===== src/adcsrf_pkg.sv =====
`default_nettype none
package adcsrf_pkg;

    // ************************************************
    // widths
    // ************************************************
    localparam int          RES_W   = 12;
    localparam int          SHORT_W = 8;
    localparam int          FRAME_W = 17;
    localparam int          CNT_W   = 5;
    localparam int          RX_W    = 8;

    // ************************************************
    // frame lengths and fill values
    // ************************************************
    localparam logic [4:0]  LEN_8      = 5'h08;
    localparam logic [4:0]  LEN_12     = 5'h0C;
    localparam logic [4:0]  LEN_16     = 5'h10;
    localparam logic [4:0]  FRAME_LEN  = 5'h11;
    localparam logic [3:0]  DATA_SHORT = 4'h8;
    localparam logic [3:0]  DATA_FULL  = 4'hC;
    localparam logic [11:0] BAD_MAG    = 12'hFFF;
    localparam logic        BAD_SIGN   = 1'h1;
    localparam logic [2:0]  RX_LAST    = 3'h7;

    // word length selector; code 3 is illegal and acts as 12
    typedef enum logic [1:0] {
        LEN_SHORT = 2'h0,
        LEN_MID   = 2'h1,
        LEN_LONG  = 2'h2
    } adcsrf_len_t;

    typedef struct packed {
        logic        signedOut;
        logic        msbFirst;
        adcsrf_len_t len;
    } adcsrf_fmt_t;

    typedef struct packed {
        logic        sign;
        logic [11:0] mag;
    } adcsrf_res_t;

    typedef struct packed {
        logic csN;
        logic sclk;
        logic din;
        logic pd;
    } adcsrf_pins_t;

    // pin levels while deselected and idle; also the sync reset value
    localparam adcsrf_pins_t PINS_IDLE = '{csN: 1'h1, sclk: 1'h0,
                                           din: 1'h0, pd: 1'h0};

    typedef enum logic [2:0] {
        ST_IDLE  = 3'h1,
        ST_SHIFT = 3'h2,
        ST_DRAIN = 3'h4
    } adcsrf_state_t;

endpackage : adcsrf_pkg
`default_nettype wire


===== src/adcsrf_top.sv =====
`timescale 1ns/100ps
`default_nettype none
module adcsrf_top (
    // clock and reset
    input  wire logic                     mclk,
    input  wire logic                     nrst,
    // serial pins
    input  wire logic                     csN,
    input  wire logic                     sclk,
    input  wire logic                     serialDataIn,
    output logic                          serialDataOut,
    output logic                          serialDataOutOe,
    output logic                          outputReadyN,
    // power down pin and state
    input  wire logic                     hwPowerDown,
    output logic                          powerDownActive,
    // conversion core side
    input  wire logic                     resultLoad,
    input  wire adcsrf_pkg::adcsrf_res_t  result,
    input  wire logic                     convBusy,
    input  wire logic                     calBusy,
    output logic                          convAbort,
    // output format
    input  wire adcsrf_pkg::adcsrf_fmt_t  fmt,
    // status
    output logic                          frameActive,
    output logic                          dataValid,
    output logic                          resultInvalid,
    output logic [adcsrf_pkg::RX_W-1:0]   rxWord,
    output logic                          rxStrobe
);
    import adcsrf_pkg::*;

    // latency budget: a pin edge reaches the shifter three clock
    // edges after the pin moves (two sync flops and the shifter flops themselves),
    // and the registered outputs change on that same edge; with a serial
    // clock half period of at least three clocks no edge is lost

    // ************************************************
    // pin synchronisation and edge detection
    // ************************************************
    adcsrf_pins_t pinsRaw;
    adcsrf_pins_t pinsSync;
    adcsrf_pins_t pinsPrev_q;
    logic [$bits(adcsrf_pins_t)-1:0] pinsSyncBits;

    assign pinsRaw = '{csN: csN, sclk: sclk, din: serialDataIn,
                       pd: hwPowerDown};

    // every pin passes two flops before logic sees it
    // the flops reset to the idle pin levels, so leaving reset never
    // looks like a select edge or a serial clock edge
    adcsrf_sync #(
        .W       ($bits(adcsrf_pins_t)),
        .RST_VAL (PINS_IDLE)
    ) uSync (
        .mclk    (mclk),
        .nrst    (nrst),
        .asyncIn (pinsRaw),
        .syncOut (pinsSyncBits)
    );
    assign pinsSync = adcsrf_pins_t'(pinsSyncBits);

    // previous sample, reset to deselected and idle
    always_ff @(posedge mclk or negedge nrst) begin
        if (!nrst) begin
            pinsPrev_q <= PINS_IDLE;
        end else begin
            pinsPrev_q <= pinsSync;
        end
    end

    logic csFall;
    logic csRise;
    logic sclkRise;
    logic sclkFall;
    logic pdRise;
    logic selected;

    // edges taken from second stage against its own history
    // an edge lasts exactly one cycle, so each one is acted on once
    assign csFall   = pinsPrev_q.csN & ~pinsSync.csN;
    assign csRise   = ~pinsPrev_q.csN & pinsSync.csN;
    assign sclkRise = ~pinsPrev_q.sclk & pinsSync.sclk;
    assign sclkFall = pinsPrev_q.sclk & ~pinsSync.sclk;
    assign pdRise   = ~pinsPrev_q.pd & pinsSync.pd;
    assign selected = ~pinsSync.csN;

    // ************************************************
    // result holding register
    // ************************************************
    adcsrf_res_t res_q;
    adcsrf_res_t res_d;
    logic        bad_q;
    logic        bad_d;
    logic        abort_q;
    logic        abort_d;
    logic        pdAct_q;
    logic        pdAct_d;

    // the result is held here so a frame can be read long after the
    // core has moved on; the invalid mark travels with it until the
    // next load replaces the pattern
    // power-down is taken whatever the link or core is doing
    // the power-down copy is only a status echo; the core does the rest
    always_comb begin
        res_d   = res_q;
        bad_d   = bad_q;
        abort_d = 1'h0;
        pdAct_d = pinsSync.pd;
        if (resultLoad) begin
            res_d = result;
            bad_d = 1'h0;
        end
        // abort wins over a load in the same cycle
        if (pdRise && convBusy) begin
            res_d   = '{sign: BAD_SIGN, mag: BAD_MAG};
            bad_d   = 1'h1;
            abort_d = 1'h1;
        end
    end

    // result state registers
    always_ff @(posedge mclk or negedge nrst) begin
        if (!nrst) begin
            res_q   <= '0;
            bad_q   <= 1'h0;
            abort_q <= 1'h0;
            pdAct_q <= 1'h0;
        end else begin
            res_q   <= res_d;
            bad_q   <= bad_d;
            abort_q <= abort_d;
            pdAct_q <= pdAct_d;
        end
    end

    // ************************************************
    // frame formatting
    // ************************************************
    logic [FRAME_W-1:0] seq;
    logic [CNT_W-1:0]   frameLen;

    // the formatter is pure logic; its output is only looked at on the
    // select edge, so a changing result cannot tear a frame
    adcsrf_formatter uFmt (
        .res      (res_q),
        .fmt      (fmt),
        .seq      (seq),
        .frameLen (frameLen)
    );

    // ************************************************
    // output shifter and select handling
    // ************************************************
    adcsrf_state_t      state_q;
    adcsrf_state_t      state_d;
    logic [FRAME_W-1:0] shift_q;
    logic [FRAME_W-1:0] shift_d;
    logic [CNT_W-1:0]   left_q;
    logic [CNT_W-1:0]   left_d;
    logic               oe_q;
    logic               oe_d;
    logic               rdyN_q;
    logic               rdyN_d;
    logic               valid_q;
    logic               valid_d;

    // format is snapshotted at select, so a mid-frame change is
    // not seen until the next frame
    // once the last bit has gone the shifter keeps clocking zeros out;
    // the host decides how many bits to read, so extra clocks are harmless
    // a select edge always wins over a serial clock edge in one cycle
    always_comb begin
        state_d = state_q;
        shift_d = shift_q;
        left_d  = left_q;
        oe_d    = oe_q;
        rdyN_d  = rdyN_q;
        valid_d = valid_q;
        unique case (state_q)
            ST_IDLE: begin
                if (csFall) begin
                    state_d = ST_SHIFT;
                    shift_d = seq;
                    left_d  = frameLen;
                    oe_d    = 1'h1;
                    rdyN_d  = 1'h0;
                    valid_d = ~bad_q & ~calBusy;
                end
            end
            ST_SHIFT, ST_DRAIN: begin
                if (csRise) begin
                    state_d = ST_IDLE;
                    oe_d    = 1'h0;
                    rdyN_d  = 1'h1;
                end else if (sclkFall) begin
                    shift_d = {shift_q[FRAME_W-2:0], 1'h0};
                    rdyN_d  = 1'h1;
                    if (left_q > CNT_W'(1)) begin
                        left_d = left_q - CNT_W'(1);
                    end else begin
                        left_d  = '0;
                        state_d = ST_DRAIN;
                    end
                end
                // a calibration cycle spoils the whole frame
                if (calBusy) begin
                    valid_d = 1'h0;
                end
            end
            // an illegal state code falls back to idle with the line released
            default: begin
                state_d = ST_IDLE;
                oe_d    = 1'h0;
                rdyN_d  = 1'h1;
            end
        endcase
    end

    // shifter state registers
    always_ff @(posedge mclk or negedge nrst) begin
        if (!nrst) begin
            state_q <= ST_IDLE;
            shift_q <= '0;
            left_q  <= '0;
            oe_q    <= 1'h0;
            rdyN_q  <= 1'h1;
            valid_q <= 1'h0;
        end else begin
            state_q <= state_d;
            shift_q <= shift_d;
            left_q  <= left_d;
            oe_q    <= oe_d;
            rdyN_q  <= rdyN_d;
            valid_q <= valid_d;
        end
    end

    // ************************************************
    // serial input capture
    // ************************************************
    logic [RX_W-1:0] rxShift_q;
    logic [RX_W-1:0] rxShift_d;
    logic [2:0]      rxCnt_q;
    logic [2:0]      rxCnt_d;
    logic [RX_W-1:0] rxWord_q;
    logic [RX_W-1:0] rxWord_d;
    logic            rxStb_q;
    logic            rxStb_d;

    // a partial byte is dropped when select goes away
    // bytes are counted from the select edge; the count only wraps, so a
    // long frame yields one strobe per full byte
    always_comb begin
        rxShift_d = rxShift_q;
        rxCnt_d   = rxCnt_q;
        rxWord_d  = rxWord_q;
        rxStb_d   = 1'h0;
        if (!selected) begin
            rxCnt_d = '0;
        end else if (sclkRise) begin
            rxShift_d = {rxShift_q[RX_W-2:0], pinsSync.din};
            rxCnt_d   = rxCnt_q + 3'h1;
            if (rxCnt_q == RX_LAST) begin
                rxWord_d = {rxShift_q[RX_W-2:0], pinsSync.din};
                rxStb_d  = 1'h1;
            end
        end
    end

    // capture state registers
    always_ff @(posedge mclk or negedge nrst) begin
        if (!nrst) begin
            rxShift_q <= '0;
            rxCnt_q   <= '0;
            rxWord_q  <= '0;
            rxStb_q   <= 1'h0;
        end else begin
            rxShift_q <= rxShift_d;
            rxCnt_q   <= rxCnt_d;
            rxWord_q  <= rxWord_d;
            rxStb_q   <= rxStb_d;
        end
    end

    // ************************************************
    // outputs
    // ************************************************
    // status outputs are straight copies of registers so the far side
    // never sees a combinational glitch, at the cost of one cycle of
    // latency on each of them
    // data line keeps the shifter top bit while released, the bench sees oe low
    assign serialDataOut   = shift_q[FRAME_W-1];
    assign serialDataOutOe = oe_q;
    assign outputReadyN    = rdyN_q;
    assign powerDownActive = pdAct_q;
    assign convAbort       = abort_q;
    assign frameActive     = oe_q;
    assign dataValid       = valid_q;
    assign resultInvalid   = bad_q;
    assign rxWord          = rxWord_q;
    assign rxStrobe        = rxStb_q;
endmodule : adcsrf_top
`default_nettype wire


===== src/adcsrf_sync.sv =====
`timescale 1ns/100ps
`default_nettype none
module adcsrf_sync #(
    parameter int           W       = 4,
    parameter logic [W-1:0] RST_VAL = '0
) (
    // clock and reset
    input  wire logic         mclk,
    input  wire logic         nrst,
    // asynchronous levels in, synchronised out
    input  wire logic [W-1:0] asyncIn,
    output logic      [W-1:0] syncOut
);
    logic [W-1:0] meta_q;
    logic [W-1:0] sync_q;

    // first stage is read only by the second; both reset to the idle
    // levels so leaving reset never looks like a pin edge
    always_ff @(posedge mclk or negedge nrst) begin
        if (!nrst) begin
            meta_q <= RST_VAL;
            sync_q <= RST_VAL;
        end else begin
            meta_q <= asyncIn;
            sync_q <= meta_q;
        end
    end

    assign syncOut = sync_q;
endmodule : adcsrf_sync
`default_nettype wire


===== src/adcsrf_formatter.sv =====
`timescale 1ns/100ps
`default_nettype none
module adcsrf_formatter (
    // result and format in
    input  wire adcsrf_pkg::adcsrf_res_t     res,
    input  wire adcsrf_pkg::adcsrf_fmt_t     fmt,
    // left-aligned frame, top bit goes out first
    output logic [adcsrf_pkg::FRAME_W-1:0]   seq,
    output logic [adcsrf_pkg::CNT_W-1:0]     frameLen
);
    import adcsrf_pkg::*;

    // reverse the low n bits; bits above n stay zero
    function automatic logic [FRAME_W-1:0] revLow(
        input logic [FRAME_W-1:0] c,
        input logic [CNT_W-1:0]   n
    );
        logic [FRAME_W-1:0] r;
        r = '0;
        for (int i = 0; i < FRAME_W; i++) begin
            if (i < int'(n)) begin
                r[i] = c[int'(n) - 1 - i];
            end
        end
        return r;
    endfunction : revLow

    logic [FRAME_W-1:0] core;
    logic [CNT_W-1:0]   n;
    logic [3:0]         dataW;

    // build in MSB-first order, right aligned; fill bits are zero
    always_comb begin
        core  = '0;
        n     = LEN_12;
        dataW = DATA_FULL;
        unique case (fmt.len)
            LEN_SHORT: begin
                core  = FRAME_W'(res.mag[RES_W-1 -: SHORT_W]);
                n     = LEN_8;
                dataW = DATA_SHORT;
            end
            LEN_LONG: begin
                core = FRAME_W'(res.mag); // zero pad above
                n    = LEN_16;
            end
            default: begin
                core = FRAME_W'(res.mag);
                n    = LEN_12;
            end
        endcase
        // sign sits just above the data, below any fill
        if (fmt.signedOut) begin
            core = core | (FRAME_W'(res.sign) << dataW);
            n    = n + CNT_W'(1);
        end
        // LSB-first is the exact mirror of MSB-first
        if (!fmt.msbFirst) begin
            core = revLow(core, n);
        end
        seq      = core << (FRAME_LEN - n);
        frameLen = n;
    end
endmodule : adcsrf_formatter
`default_nettype wire


===== config.mk =====
export PLATFORM = sky130hd
export DESIGN_NAME = adcsrf_top
export DESIGN_NICKNAME = d
export VERILOG_FILES = /design/src/adcsrf_pkg.sv /design/src/adcsrf_top.sv /design/src/adcsrf_sync.sv /design/src/adcsrf_formatter.sv
export SDC_FILE = /design/constraint.sdc
export NUM_CORES = 1
export LEC_CHECK = 0
export ABC_CLOCK_PERIOD_IN_PS = 2550
export BUFFER_PORTS_ARGS = -buffer_cell sky130_fd_sc_hd__buf_2
export CAP_MARGIN = 20
export CORE_UTILIZATION = 55
export CTS_BUF_LIST = sky130_fd_sc_hd__clkbuf_4 sky130_fd_sc_hd__clkbuf_8
export CTS_CLUSTER_DIAMETER = 60
export DETAILED_ROUTE_END_ITERATION = 8
export PLACE_DENSITY = 0.75
export REMOVE_ABC_BUFFERS = 1
export SYNTH_ARGS = -nofsm -noshare
export SYNTH_HDL_FRONTEND = slang
export SYNTH_HIERARCHICAL = 1
export SYNTH_SLANG_ARGS = --single-unit

===== constraint.sdc =====
create_clock -name mclk -period 2.55 [get_ports mclk]
set_input_delay 0 -clock mclk [delete_from_list [all_inputs] [get_ports mclk]]
set_output_delay 0 -clock mclk [all_outputs]
set_load 0.02 [all_outputs]

==> metrics, run 1 <==
DP Cell Count=between 700 and 800; GR Util All Layers=0.320; sequential fraction of the synthesis area=0.352; relative slew slack=0.389; fmax=about 400 MHz; leading post-synthesis cells by cell area=dfrtp_1 (33%), mux2_4 (7.2%), mux2_2 (4.8%), nand3_1 (3.8%), nand2_1 (3.5%); clock tree buffer depth=2; area grow syn2layout=18.1%; met2 WL=7050 um; critical path launch point type=register; CTS tree=done; Hold WS=between 150 and 200 ps; Die Width=just under 100 um; Distinct cells, synth=a little over 80; first-pass GRT wire length=24500 um; routed vias=4611; post-CTS setup repair buffer count=0; root buffer cell=clkbuf_8; IO Count=43; most common cell in the netlist=dfrtp_1; row count=35; Synthesis Warnings=6; antenna viol nets, final=0; CTS resizes=0; Hold Violations, Final=0; vias in the first global route=4762; compound-cell area share of the yosys netlist=0.199; Critical Path Sink Type=register; die area=roughly 0.01 sq mm; Layout Skew=15.1 ps; Hold WC Path Type=primary input to register; Synth Cell Area=about 0.0052 sq mm; mean post-synth cell area=between 9 and 10 sq um; top cells by count, synth=dfrtp_1 (68), nand2_1 (49), nand3_1 (40); core area=0.00920 sq mm; Synth top area share=0.327; Peak VDD IR=roughly 0.39 mV; simple-gate share of the synthesized area=0.186; CTS Hold Buffers Added=19; XOR/XNOR Fraction of Synth Area=0.0219; top_reg_cell synth=dfrtp_1; CTS sink cnt=73; final setup vio count=0; final wirelength=about 15000 um; crit path DAT=2660 ps; PortBufs=42; Placer Congestion=slightly below 1; fin nets=around 660; initial antenna violation count=0; pre-CTS setup slack=-151 ps; Pre-antenna DRT Iters=6; top sig layer=met4; starting density of the core=0.566; status=complete, no violations; CP Data Required Time=about 2800 ps; Yosys top cell by area=dfrtp_1; Worst R2R Setup Slack=120 ps; Setup Crit Path Kind=register to register; grt total ovfl=0; RSZ-0062 raised after global routing=false; setup ws final=between 100 and 150 ps; largest net degree at the start of global routing=74; DPL Wire Length=10800 um; EDFF count, synth=0; Post-Route M1 WL=between 6000 and 7000 um; fin crit period=around 2400 ps; Clock Latency Late Sink=approximately 350 ps; main combinational cell family by area after synthesis=compound AO/OA/AOI/OAI gates; Tcrit/Tclk final=0.952; Vert. Die Dim=99.3 um; Clk pin slew, worst setup/hold paths=90 ps; Finished Layout Cells=about 740; synthesis-stage register bit count=73; DR iter-0 viols=between 300 and 400; drt wl/cell=approximately 20 um; n_diodes=0; asr flop ratio synth=1.00; CTS H-Tree Depth=3; Mapped Cells=537; maxcap violations=0; adder-cell share of the synthesized area=0.0192; share of layout cells above drive strength 1=0.316; # DRC=0; Slew Viols, Final=0; Post-Route Utilization=0.668; met3 routed WL=650 um; routed vias/inst=6.22; LEAKAGE=between 2 and 3 nW; CTS Buf Count=9; Final TNS setup=0 ps; Worst-Margin Slew=about 920 ps; post-synthesis mux area share=0.157; Max FO, Critical Path=7; pwr/cell area=between 500 and 600 mW/mm^2
through the flow:
step	power (mW)	instance area, sq um
after floorplan	2.26	4930
after global placement	2.69	5770
after detailed placement	2.73	5770
after CTS	3.63	6150
after global routing	3.82	6150
final	3.63	6150
cell type report:
class	count	area, sq um
multi-input combinational	404	3040
clock inverter	7	62.6
sequential	73	1830
clock buffer	9	124
fill	789	3050
tap	111	139
timing repair buffer	121	891
inverter	16	62.6
layer usage:
| metal | vias to the layer above | global-route usage |
|---|---|---|
| li1 | 2170 | - |
| met1 | 2234 | 0.423 |
| met2 | 167 | 0.526 |
| met3 | 40 | 0.0394 |
| met4 | 0 | 0.154 |
| met5 | - | 0 |
cells by family (layout without fill, tap and decap cells):
family | count (synthesis) | in the layout
compound gates | 143 | 143
xor+xnor | 9 | 9
mux | 66 | 66
buf+inv | 60 | 153
other cells | 1 | 1
flops | 73 | 73
simple gates | 177 | 177
fa+ha+maj | 8 | 8
registers in the layout, summed over array words and instances (netlist names), 2 cells and up:
register       count
state_q            3
uSync/meta_q       4
pinsPrev_q         2
rxWord             8
uSync/syncOut      4
rxShift_q          7
left_q             5
shift_q           17
rxCnt_q            3
res_q             13
worst max-delay path, stage by stage (launching register included):
cell      delay [ps]
dfrtp_1          480
or3b_1           230
nand2_1          110
a311o_1          400
a211oi_1         360
buf_4            180
a211oi_2          40
mux2_4           260
mux2_4           260
layout by cell type (no fill, tap or decap), types with 4 or more instances in the layout:
master | Yosys | routed
o21ai_0 | 26 | 26
nand2_1 | 49 | 49
o22ai_1 | 5 | 5
buf_2 | 10 | 41
nand3_1 | 40 | 40
xnor2_1 | 5 | 5
o21ai_1 | 7 | 7
o32ai_1 | 4 | 4
mux2i_1 | 17 | 17
ha_1 | 8 | 8
inv_1 | 15 | 15
nor2b_1 | 5 | 5
nand3b_1 | 9 | 9
nor3_1 | 8 | 8
mux2_4 | 25 | 25
dfstp_2 | 5 | 5
or3b_2 | 4 | 4
and2_1 | 4 | 4
nand2b_1 | 4 | 4
o31ai_1 | 5 | 5
dfrtp_1 | 68 | 68
a31oi_1 | 6 | 6
o221ai_1 | 7 | 7
a311oi_1 | 4 | 4
or3b_1 | 6 | 6
dlygate4sd3_1 | 0 | 19
o211ai_1 | 8 | 8
clkbuf_8 | 0 | 9
a211oi_1 | 4 | 4
mux2_2 | 22 | 22
nor2_1 | 23 | 23
a21oi_1 | 29 | 29
buf_4 | 9 | 58
path summary, 6_finish.rpt:
path | startpoint | end | cells after the start
hold reg to reg | uSync/meta_q[1] | uSync/syncOut[1] | 0
setup reg to reg | res_q[10] | shift_q[10] | 8
hold / removal | resultLoad | res_q[7] | 3
min in group asynchronous | nrst | state_q[1] | 2
setup / recovery | res_q[10] | shift_q[10] | 8
max in group asynchronous | nrst | res_q[0] | 2
report_power, final:
part | switching [mW] | internal, mW | total (mW)
registers | 0.175 | 1.36 | 1.54
clock network | 0.496 | 0.372 | 0.868
logic | 0.626 | 0.597 | 1.22
Power figures use the tool's default switching activity.
==> inputs of run 2 (changes only) <==
Settings changed: CORE_UTILIZATION 55 to 63, PLACE_DENSITY 0.75 to 0.84.
==> metrics, run 2 (synthesized netlist as in run 1, its figures left out) <==
crit path DAT=approximately 2700 ps; pre-CTS setup slack=-222 ps; reg-to-reg critical path startpoint=res_q[8]; CP cell instances=buf_2, inv_1, ha_1, buf_4, nor2b_1, a2111oi_4, o31ai_2, buf_4, a21oi_1, o32ai_1, o221ai_1, mux2_4, mux2_4; relative slew slack=0.528; most frequent cells in the layout=dfrtp_1 (67), nand2_1 (49), buf_4 (48); CP max-delay cell=o32ai_1; CTS sink cnt=73; initial antenna violation count=0; fin nets=650; Hold Violations, Final=0; Tcrit/Tclk final=0.944; Pre-antenna DRT Iters=5; maxcap violations=0; core area=0.00785 sq mm; status=complete, no violations; area grow syn2layout=17.2%; Crit path buffers/inverters=4; drt wl/cell=between 15 and 20 um; first-pass GRT wire length=approximately 23000 um; commonest non-fill, non-tap cell in the layout=dfrtp_1; Tot Pwr=approximately 3.7 mW; post-CTS setup repair buffer count=0; vias in the first global route=4575; RSZ-0062 raised after global routing=false; Hold WS=between 100 and 150 ps; LEAKAGE=between 2 and 3 nW; CTS tree=done; Die Width=92.9 um; fmax=approximately 420 MHz; slowest stage delay, CP=about 390 ps; share of layout cells above drive strength 1=0.311; n_diodes=0; Worst R2R Setup Slack=around 150 ps; die area=0.00863 sq mm; Crit path max-delay family=compound AO/OA/AOI/OAI gates; starting density of the core=0.663; final setup vio count=0; Final Instance Area=approximately 0.0061 sq mm; CP Data Required Time=approximately 2800 ps; Placer Congestion=1.04; Peak VDD IR=about 0.42 mV; CTS Buf Count=9; clock tree buffer depth=2; number of cells on the worst hold path=3; setup ws final=roughly 140 ps; Placed Area=around 0.0057 sq mm; Clock Latency Late Sink=350 ps; Worst-Margin Slew=~700 ps; worst flop-to-flop path endpoint=shift_q[12]; root buffer cell=clkbuf_8; Clk pin slew, worst setup/hold paths=~80 ps; max reg flops=17; # DRC=0; Vert. Die Dim=92.9 um; Final TNS setup=0 ps; GR Util All Layers=0.343; pwr/cell area=604 mW/mm^2; Layout Skew=roughly 12 ps; critical path launch point type=primary input; DPL Wire Length=10100 um; CTS H-Tree Depth=3; antenna viol nets, final=0; routed vias/inst=about 6.5; HP Start=resultLoad; Setup Crit Path Kind=primary input to register; Max FO, Critical Path=11; Critical Path Sink Type=register; Slew Viols, Final=0; IO Count=43; Reg with most FFs=shift_q; final wirelength=14000 um; Hold Path Sink=res_q[5]; row count=32; largest net degree at the start of global routing=51; routed vias=approximately 4700; cells on worst reg2reg path=8; fin crit period=around 2400 ps; filler instances=between 500 and 600; grt total ovfl=0; logic depth of the worst path, buffers included=13; Hold WC Path Type=primary input to register; DR iter-0 viols=387; PortBufs=42
run 2: how the worst max path moves through the flow:
stage,from,end,slack [ps]
floorplan,fmt[3],shift_q[10],-290
global placement,fmt[0],shift_q[11],-120
detailed placement,fmt[0],shift_q[11],-220
CTS,res_q[8],shift_q[12],130
global route,res_q[12],shift_q[8],20
finish,fmt[0],shift_q[11],140
run 2: power by group:
group	internal (mW)	switching (mW)
combinational	0.579	0.614
clock	0.469	0.485
sequential	1.36	0.172
total	2.41	1.27
run 2: per-stage QoR:
step | cells | util
finish | 723 | 0.777
global route | 723 | 0.777
CTS | 723 | 0.776
detailed placement | 688 | 0.725
global placement | 688 | 0.725
floorplan | 493 | -
run 2: cell type report:
cell class	instances	area, sq um	area share
Clock inverter	7	83.8	0.0137
Timing Repair Buffer	112	821	0.135
Sequential cell	73	1830	0.301
Clock buffer	9	124	0.0203
Multi-Input combinational cell	404	3050	0.500
Tap cell	102	128	0.0209
Inverter	16	62.6	0.0103
run 2: metal layers:
metal  up-vias  part of all wire  global-route usage
met5         -                 0                   0
met2       268              0.46               0.534
li1       2151                 -                   -
met1      2259              0.43               0.464
met4         0             0.031               0.128
met3        46             0.082              0.0813
run 2: tightest hold or removal path: stages:
cell and delay (ps):
buf_2 230, mux2i_1 160, nand2_1 60
run 2: timing repair:
item / 4_1_cts / 5_1_grt
gates resized for setup: 0 / 3
setup endpoints to repair: 0 / 3
endpoints found under the hold margin: 41 / 0
hold buffers: 19 / 0
